--- src/verilog/isolated_io_pkg.sv ---
package isolated_io_pkg;

    // ------------------------------------------------------------
    // register map, byte offsets on the 16-bit local bus
    // ------------------------------------------------------------
    localparam logic [3:0] OFF_OUTPUT_LATCH  = 4'h0;
    localparam logic [3:0] OFF_INPUT_STATE   = 4'h2;
    localparam logic [3:0] OFF_CONTROL       = 4'h4;
    localparam logic [3:0] OFF_RISE_ENABLE   = 4'h6;
    localparam logic [3:0] OFF_FALL_ENABLE   = 4'h8;
    localparam logic [3:0] OFF_RISE_PENDING  = 4'ha;
    localparam logic [3:0] OFF_FALL_PENDING  = 4'hc;
    localparam logic [3:0] OFF_FILTER_IVAL   = 4'he;

    // ------------------------------------------------------------
    // control register fields and reset values
    // ------------------------------------------------------------
    localparam int         CTL_GLOBAL_IRQ_ON = 0;
    localparam int         CTL_GUARD_ON      = 1;
    localparam int         CTL_FILTER_ON     = 2;
    localparam int         CTL_GUARD_TRIP    = 3;
    localparam logic [15:0] RST_WORD         = 16'h0000;
    localparam logic       RST_BIT           = 1'b0;

    // ------------------------------------------------------------
    // timing
    // ------------------------------------------------------------
    localparam int         MCLK_KHZ          = 50000;
    localparam int         GUARD_TIMEOUT_MS  = 120;
    localparam int         GUARD_CYCLES_DEF  = GUARD_TIMEOUT_MS * MCLK_KHZ;
    localparam int         GUARD_CNT_W       = 23;
    localparam int         FILTER_PRESCALE   = 64;
    localparam int         PRESCALE_W        = 6;
    localparam logic [PRESCALE_W-1:0] PRESCALE_LAST = 6'h3f;
    localparam int         FILTER_CNT_W      = 19;

    // ------------------------------------------------------------
    // local bus request carrier
    // ------------------------------------------------------------
    typedef struct packed {
        logic        wr;
        logic        rd;
        logic [3:0]  addr;
        logic [15:0] wdata;
    } loc_req_t;

endpackage

--- src/verilog/line_filter.sv ---
`timescale 1ns/1ps

module line_filter
    import isolated_io_pkg::*;
(
    input  wire logic                    mclk,
    input  wire logic                    rst,
    input  wire logic                    senseLine,
    input  wire logic                    filterOn,
    input  wire logic                    tick,
    input  wire logic [FILTER_CNT_W-1:0] threshold,
    output logic                         accepted
);

    // ------------------------------------------------------------
    // stability counter
    // ------------------------------------------------------------
    logic [FILTER_CNT_W-1:0] stableCount;
    logic                    differs;
    logic                    reached;

    assign differs = senseLine != accepted;
    assign reached = (stableCount + 1'b1) >= threshold;

    always_ff @(posedge mclk or posedge rst)
    begin
        if (rst)
        begin
            accepted    <= RST_BIT;
            stableCount <= '0;
        end
        else if (!filterOn || !differs)
        begin
            accepted    <= senseLine;
            stableCount <= '0;
        end
        else if (tick && reached)
        begin
            accepted    <= senseLine;
            stableCount <= '0;
        end
        else if (tick)
        begin
            stableCount <= stableCount + 1'b1;
        end
    end

endmodule

--- src/verilog/isolated_digital_io_controller.sv ---
`timescale 1ns/1ps

// How it works
// - output latch bit n drives output line n+1; one means active
// - reset clears the output latch, all lines inactive
// - watchdog arms on first latch write after its enable bit is set
// - any read or write of the output latch restarts the timeout
// - armed watchdog expiring after 120 ms blanks outputs, sets flag, locks latch
// - latch writes are ignored while the watchdog lock stands
// - writing one to control bit 3 clears the flag and the lock
// - after unlock outputs stay off until the next latch write
// - reset leaves the watchdog disabled
// - the trip flag can only rise while the watchdog is enabled
// - one programmable filter interval serves all sixteen inputs
// - with filtering on, an edge needs a stable interval, up to 63 clocks short, to count
// - reset disables filtering and zeroes the interval value
// - input register shows the sixteen accepted inputs, read only
// - input interrupts need global enable plus the per-line edge enable
// - reset clears global and all per-line edge enables
// - control holds trip, filter, guard and irq enables in bits 3..0
// - interrupts leave on one active-low pin
// - pending bits read one when set, clear on write one
// - pending bit n belongs to input line n+1 in both registers
// - filter interval is a 16-bit read/write value reset to zero
// - filter time is (value+1) times 64 clocks times about 3.5

module isolated_digital_io_controller
    import isolated_io_pkg::*;
#(
    parameter int LINES        = 16,
    parameter int GUARD_CYCLES = GUARD_CYCLES_DEF
)
(
    input  wire logic             mclk,
    input  wire logic             rst,
    input  wire loc_req_t         locReq,
    output logic [15:0]           locRdata,
    output logic                  locAck,
    input  wire logic [LINES-1:0] senseLine,
    output logic [LINES-1:0]      driveLine,
    output logic                  intA_n
);

    // ------------------------------------------------------------
    // address decode
    // ------------------------------------------------------------
    function automatic logic hits(input loc_req_t r, input logic [3:0] off);
        hits = (r.wr || r.rd) && (r.addr == off);
    endfunction

    logic latchAccess;
    logic latchWrite;
    logic ctrlWrite;
    logic riseEnWrite;
    logic fallEnWrite;
    logic risePendWrite;
    logic fallPendWrite;
    logic filterWrite;

    assign latchAccess   = hits(locReq, OFF_OUTPUT_LATCH);
    assign latchWrite    = locReq.wr && hits(locReq, OFF_OUTPUT_LATCH);
    assign ctrlWrite     = locReq.wr && hits(locReq, OFF_CONTROL);
    assign riseEnWrite   = locReq.wr && hits(locReq, OFF_RISE_ENABLE);
    assign fallEnWrite   = locReq.wr && hits(locReq, OFF_FALL_ENABLE);
    assign risePendWrite = locReq.wr && hits(locReq, OFF_RISE_PENDING);
    assign fallPendWrite = locReq.wr && hits(locReq, OFF_FALL_PENDING);
    assign filterWrite   = locReq.wr && hits(locReq, OFF_FILTER_IVAL);

    // ------------------------------------------------------------
    // registers
    // ------------------------------------------------------------
    logic [15:0]            outputLatch;
    logic                   outputsBlank;
    logic                   globalIrqOn;
    logic                   guardOn;
    logic                   filterOn;
    logic                   guardTripFlag;
    logic                   guardArmed;
    logic [GUARD_CNT_W-1:0] guardCount;
    logic [LINES-1:0]       riseEnable;
    logic [LINES-1:0]       fallEnable;
    logic [LINES-1:0]       risePending;
    logic [LINES-1:0]       fallPending;
    logic [15:0]            filterIntervalValue;
    logic [LINES-1:0]       accepted;
    logic [LINES-1:0]       acceptedPrev;
    logic [PRESCALE_W-1:0]  prescale;

    // ------------------------------------------------------------
    // watchdog
    // ------------------------------------------------------------
    logic tripEvent;
    logic tripClear;
    logic next_guardOn;

    assign next_guardOn = ctrlWrite ? locReq.wdata[CTL_GUARD_ON] : guardOn;
    assign tripEvent    = guardArmed && guardOn && !latchAccess
                          && guardCount == GUARD_CNT_W'(GUARD_CYCLES - 1);
    assign tripClear    = (ctrlWrite && locReq.wdata[CTL_GUARD_TRIP]) || !guardOn;

    always_ff @(posedge mclk or posedge rst)
    begin
        if (rst)
            guardCount <= '0;
        else if (!guardArmed || latchAccess)
            guardCount <= '0;
        else
            guardCount <= guardCount + 1'b1;
    end

    always_ff @(posedge mclk or posedge rst)
    begin
        if (rst)
            guardArmed <= RST_BIT;
        else if (!guardOn || tripEvent)
            guardArmed <= 1'b0;
        else if (latchWrite && !guardTripFlag)
            guardArmed <= 1'b1;
    end

    always_ff @(posedge mclk or posedge rst)
    begin
        if (rst)
            guardTripFlag <= RST_BIT;
        else if (tripEvent)
            guardTripFlag <= 1'b1;
        else if (tripClear)
            guardTripFlag <= 1'b0;
    end

    // ------------------------------------------------------------
    // output latch and drive
    // ------------------------------------------------------------
    always_ff @(posedge mclk or posedge rst)
    begin
        if (rst)
        begin
            outputLatch  <= RST_WORD;
            outputsBlank <= RST_BIT;
        end
        else if (tripEvent)
            outputsBlank <= 1'b1;
        else if (latchWrite && !guardTripFlag)
        begin
            outputLatch  <= locReq.wdata;
            outputsBlank <= 1'b0;
        end
    end

    always_ff @(posedge mclk or posedge rst)
    begin
        if (rst)
            driveLine <= '0;
        else
            driveLine <= outputLatch[LINES-1:0] & ~{LINES{outputsBlank}};
    end

    // ------------------------------------------------------------
    // control and enable registers
    // ------------------------------------------------------------
    always_ff @(posedge mclk or posedge rst)
    begin
        if (rst)
        begin
            globalIrqOn <= RST_BIT;
            guardOn     <= RST_BIT;
            filterOn    <= RST_BIT;
        end
        else if (ctrlWrite)
        begin
            globalIrqOn <= locReq.wdata[CTL_GLOBAL_IRQ_ON];
            guardOn     <= next_guardOn;
            filterOn    <= locReq.wdata[CTL_FILTER_ON];
        end
    end

    always_ff @(posedge mclk or posedge rst)
    begin
        if (rst)
        begin
            riseEnable          <= '0;
            fallEnable          <= '0;
            filterIntervalValue <= RST_WORD;
        end
        else
        begin
            if (riseEnWrite)
                riseEnable <= locReq.wdata[LINES-1:0];
            if (fallEnWrite)
                fallEnable <= locReq.wdata[LINES-1:0];
            if (filterWrite)
                filterIntervalValue <= locReq.wdata;
        end
    end

    // ------------------------------------------------------------
    // input filtering
    // ------------------------------------------------------------
    logic                    tick;
    logic [FILTER_CNT_W:0]   scaled;
    logic [FILTER_CNT_W-1:0] threshold;

    assign tick      = prescale == PRESCALE_LAST;
    assign scaled    = (FILTER_CNT_W + 1)'(({3'h0, filterIntervalValue} + 1'b1) * 3'h7);
    assign threshold = scaled[FILTER_CNT_W:1];

    always_ff @(posedge mclk or posedge rst)
    begin
        if (rst)
            prescale <= '0;
        else
            prescale <= prescale + 1'b1;
    end

    generate
        for (genvar i = 0; i < LINES; i++)
        begin : g_line
            line_filter u_filter (
                .mclk      (mclk),
                .rst       (rst),
                .senseLine (senseLine[i]),
                .filterOn  (filterOn),
                .tick      (tick),
                .threshold (threshold),
                .accepted  (accepted[i])
            );
        end
    endgenerate

    // ------------------------------------------------------------
    // edge pending and interrupt pin
    // ------------------------------------------------------------
    logic [LINES-1:0] riseSet;
    logic [LINES-1:0] fallSet;
    logic [LINES-1:0] riseClr;
    logic [LINES-1:0] fallClr;

    assign riseSet = accepted & ~acceptedPrev & riseEnable;
    assign fallSet = ~accepted & acceptedPrev & fallEnable;
    assign riseClr = risePendWrite ? locReq.wdata[LINES-1:0] : '0;
    assign fallClr = fallPendWrite ? locReq.wdata[LINES-1:0] : '0;

    always_ff @(posedge mclk or posedge rst)
    begin
        if (rst)
        begin
            acceptedPrev <= '0;
            risePending  <= '0;
            fallPending  <= '0;
        end
        else
        begin
            acceptedPrev <= accepted;
            risePending  <= (risePending & ~riseClr) | riseSet;
            fallPending  <= (fallPending & ~fallClr) | fallSet;
        end
    end

    always_ff @(posedge mclk or posedge rst)
    begin
        if (rst)
            intA_n <= 1'b1;
        else
            intA_n <= !(globalIrqOn && |(risePending | fallPending));
    end

    // ------------------------------------------------------------
    // read data
    // ------------------------------------------------------------
    logic [15:0] readMux;

    always_comb
    begin
        case (locReq.addr)
            OFF_OUTPUT_LATCH: readMux = outputLatch;
            OFF_INPUT_STATE:  readMux = 16'(accepted);
            OFF_CONTROL:      readMux = {12'h000, guardTripFlag, filterOn,
                                         guardOn, globalIrqOn};
            OFF_RISE_ENABLE:  readMux = 16'(riseEnable);
            OFF_FALL_ENABLE:  readMux = 16'(fallEnable);
            OFF_RISE_PENDING: readMux = 16'(risePending);
            OFF_FALL_PENDING: readMux = 16'(fallPending);
            OFF_FILTER_IVAL:  readMux = filterIntervalValue;
            default:          readMux = 16'h0000;
        endcase
    end

    always_ff @(posedge mclk or posedge rst)
    begin
        if (rst)
        begin
            locRdata <= 16'h0000;
            locAck   <= 1'b0;
        end
        else
        begin
            locRdata <= locReq.rd ? readMux : 16'h0000;
            locAck   <= locReq.rd || locReq.wr;
        end
    end
endmodule

--- config.mk ---
export PLATFORM = sky130hd
export DESIGN_NAME = isolated_digital_io_controller
export DESIGN_NICKNAME = d
export VERILOG_FILES = /design/src/verilog/isolated_io_pkg.sv /design/src/verilog/line_filter.sv /design/src/verilog/isolated_digital_io_controller.sv
export SDC_FILE = /design/constraint.sdc
export NUM_CORES = 2
export LEC_CHECK = 0
export ABC_AREA = 0
export BUFFER_PORTS_ARGS = -buffer_cell sky130_fd_sc_hd__buf_2
export CORE_ASPECT_RATIO = 2
export CORE_MARGIN = 2
export CORE_UTILIZATION = 38
export DETAILED_ROUTE_END_ITERATION = 6
export GPL_TIMING_DRIVEN = 1
export HOLD_SLACK_MARGIN = 0.05
export SYNTH_ARGS = -nofsm -noshare
export SYNTH_HDL_FRONTEND = slang
export SYNTH_SLANG_ARGS = --single-unit
--- constraint.sdc ---
create_clock -name mclk -period 52 [get_ports mclk]
set_input_delay 10.4 -clock mclk [delete_from_list [all_inputs] [get_ports mclk]]
set_output_delay 10.4 -clock mclk [all_outputs]
set_load 0.01 [all_outputs]
==> impl_metrics.toml <==
[status]
run_status = "finished, final reports clean"

[synth]
synth.lib_cells_used.distinct = 115
synth_mux_area_frac = 0.0260
yosys_most_used_dff = "dfrtp_1"
synth_top_family_by_area = "simple AND/OR/NAND/NOR gates"
yosysWarningCount = 0
synth_compound_area_frac = 0.176
synth_edf_count = 0
yosysSeqAreaShare = 0.373
number_of_synthesized_register_bits = 501
synth.net_count = 4026
synth_area_um2 = 33600
yosys.area_share.xor_xnor = 0.0853
synth_area_per_cell_um2 = 9.10
synth_fa_ha_area_frac = 0.113
post_synth_and_or_nand_nor_area_fraction = 0.199
netlist_instances = 3693
async_flop_share = 1.00

[power_and_ir_drop]
worst_ir_drop_vdd_mv = 0.0745
power_per_cell_area_nw_per_um2 = 54.3
power_leakage_nw = 17.3
final_total_pwr_mw = 2.02

[clock_network]
h-tree-depth = 2
cts_root_buf = "clkbuf_16"
cts_setup_buffers = 0
maximum_number_of_buffers_from_clock_root_to_sink = 3
post_cts_resized = 0
post_cts_hold_buffer_count = 0
cts-buffers-inserted = 49
cts.clk_slew.worst_paths_ns = 0.07
worst_skew_pair.late_latency_ns = 0.62
tritoncts = "built"
clock_sinks = 501

[grt]
grt_start_max_net_pins = 176
grt.total_usage = 0.217
number_of_global_route_vias_before_repair = 28800
antenna_violations_before_repair = 5
grt_pass1_wl_um = 157000
gr-total-overflow = 0

[setup_path]
crit_path_start_kind = "input pin"
worst_setup_path_end_kind = "asynchronous set/reset pin"
path_class = "in -> async"
wp_data_arrival_ns = 12.91
timing.critical_path.fanout_max = 175
data_required_time_at_the_worst_endpoint_ns = 52.58

[die]
placement_rows = 154
floorplan.initialDensity = 0.382
die_area_um2 = 91000
io_pins = 74
floorplan.die.height_um = 425
die-width_um = 214
std_cell_core_area_um2 = 87900

[placed_design]
routabilityCongestion = 0.872
numPlacedInstances = 4860
hpwlAfterDp_um = 71300
detailed_place.area_um2 = 35500
place_worst_setup_slack_ns = 38.98
place.port_buffers = 73

[detailed_routing]
route.detailed.vias_per_inst = 5.70
routed-via-count = 28200
wire_per_inst_um = 20.0
final_routed_drc_violation_total = 0
detailedRoute.firstIterationViolations = 1578
post_detailed_route_count_of_antenna_violating_nets = 0
route.final.wire_length_um = 99000
drt_pass1_iterations = 7

[final_layout]
register_area_um2 = 12500
multi_input_comb_area_um2 = 20300
drive_above_1_share = 0.0971
final_nets = 4074
synthToLayoutAreaGrowth_pct = 10.5
number_of_non_filler_instances_in_the_completed_layout = 4950
n_fill_cell = 8693
post-route-cell-area_um2 = 37100

[min_path]
worstHoldPathType = "reg -> reg"

[sta]
final_period_minus_worst_setup_slack_ns = 12.34
report.final.slew_viol_count = 0
grt_setup_unrepaired = "no"
totalNegativeSetupSlack_ns = 0
worst_slew_margin_rel = 0.193
final-hold-violation-count = 0
clock_skew_ns = 0.0279
timing.final.crit_share = 0.237
timing.final.setup_violations = 0
final_critical_path_setup_slack_ns = 39.66
fmax_mhz = 81.1
worst_slew_pin_slew_ns = 1.20

[run]
cap_viol_max_count = 0
[metal layers]
metal / GRT usage / up-vias / part of all wire
met5: 0 / - / 0.00037
met3: 0.0285 / 300 / 0.039
met1: 0.220 / 13900 / 0.36
li1: - / 13400 / -
met4: 0.125 / 6 / 0.060
met2: 0.421 / 654 / 0.54
[state kept, by name, summed over array words and instances (netlist names)]
name / count
guardArmed: 1
fallPending: 16
globalIrqOn: 1
filterOn: 1
driveLine: 16
fallEnable: 16
locAck: 1
guardTripFlag: 1
intA_n: 1
prescale: 6
filterIntervalValue: 16
guardOn: 1
outputsBlank: 1
risePending: 16
g_line.u_filter.accepted: 16
guardCount: 23
locRdata: 16
riseEnable: 16
outputLatch: 16
g_line.u_filter.stableCount: 304
acceptedPrev: 16
[final cells by class]
class,count,share of cell area
multi-input cells,2964,0.548
flip-flops and latches,501,0.338
well taps,1170,0.0394
clock buffers,71,0.0385
repair buffers,125,0.0210
inverters,100,0.0103
clock inverters,17,0.00539
diodes,2,0.000135
[stage by stage]
stage                      util  hold WS [ns]
after floorplan               -         0.411
after global placement    0.404         0.443
after detailed placement  0.404         0.451
after CTS                 0.423         0.459
after global routing      0.423         0.474
final                     0.423         0.457
[final timing paths]
kind	start	end	slack, ns	cells past startpoint
min in group asynchronous	rst	g_line[12].u_filter.stableCount[2]	9.96	2
worst max-delay path	rst	guardCount[4]	39.66	4
worst max register to register	filterIntervalValue[0]	g_line[13].u_filter.stableCount[0]	44.20	25
max in group mclk	locReq[19]	guardArmed	39.76	7
worst min register to register	acceptedPrev[4]	risePending[4]	0.46	1
worst min-delay path	acceptedPrev[4]	risePending[4]	0.46	1
[where the power goes]
group	switching, mW	leakage [nW]	total (mW)	internal (mW)
clock	0.168	0.811	0.379	0.211
sequential	0.0491	6.63	0.477	0.428
combinational	0.787	9.86	1.16	0.375
total	1.00	17.3	2.02	1.01
[critical path, cell delays in order]
cell and delay, ns:
buf_2 0.13, inv_8 0.57, buf_12 0.63, buf_12 0.76
[cell usage in the layout (no fill, tap or decap), drive strengths merged, types with 67 or more instances in the layout]
master / Yosys / final
nor2: 185 / 185
and3: 83 / 83
nand4: 67 / 67
buf: 35 / 125
nand2: 618 / 618
nand3: 167 / 167
clkbuf: 93 / 71
mux2: 74 / 74
dfrtp: 500 / 500
xnor2: 195 / 195
a22o: 89 / 89
a21o: 85 / 85
xor2: 128 / 128
a21oi: 117 / 117
o21ai: 245 / 245
ha: 290 / 290
inv: 98 / 100
[cell families (layout without fill, tap and decap cells)]
group / after synthesis / in the layout
simple gates: 1409 / 1409
xor+xnor: 324 / 324
other cells: 0 / 2
fa+ha+maj: 302 / 302
flops: 501 / 501
compound gates: 851 / 851
buf+inv: 228 / 313
mux: 78 / 78
[synthesized netlist by cell type (all sizes together), types with 67 or more instances]
| master | n | area share |
|---|---|---|
| a21o | 85 | 0.019 |
| a21oi | 117 | 0.018 |
| a22o | 89 | 0.023 |
| and3 | 83 | 0.015 |
| clkbuf | 93 | 0.010 |
| dfrtp | 500 | 0.37 |
| ha | 290 | 0.11 |
| inv | 98 | 0.011 |
| mux2 | 74 | 0.025 |
| nand2 | 618 | 0.069 |
| nand3 | 167 | 0.025 |
| nand4 | 67 | 0.012 |
| nor2 | 185 | 0.021 |
| o21ai | 245 | 0.037 |
| xnor2 | 195 | 0.051 |
| xor2 | 128 | 0.034 |
Power figures use the tool's default switching activity.
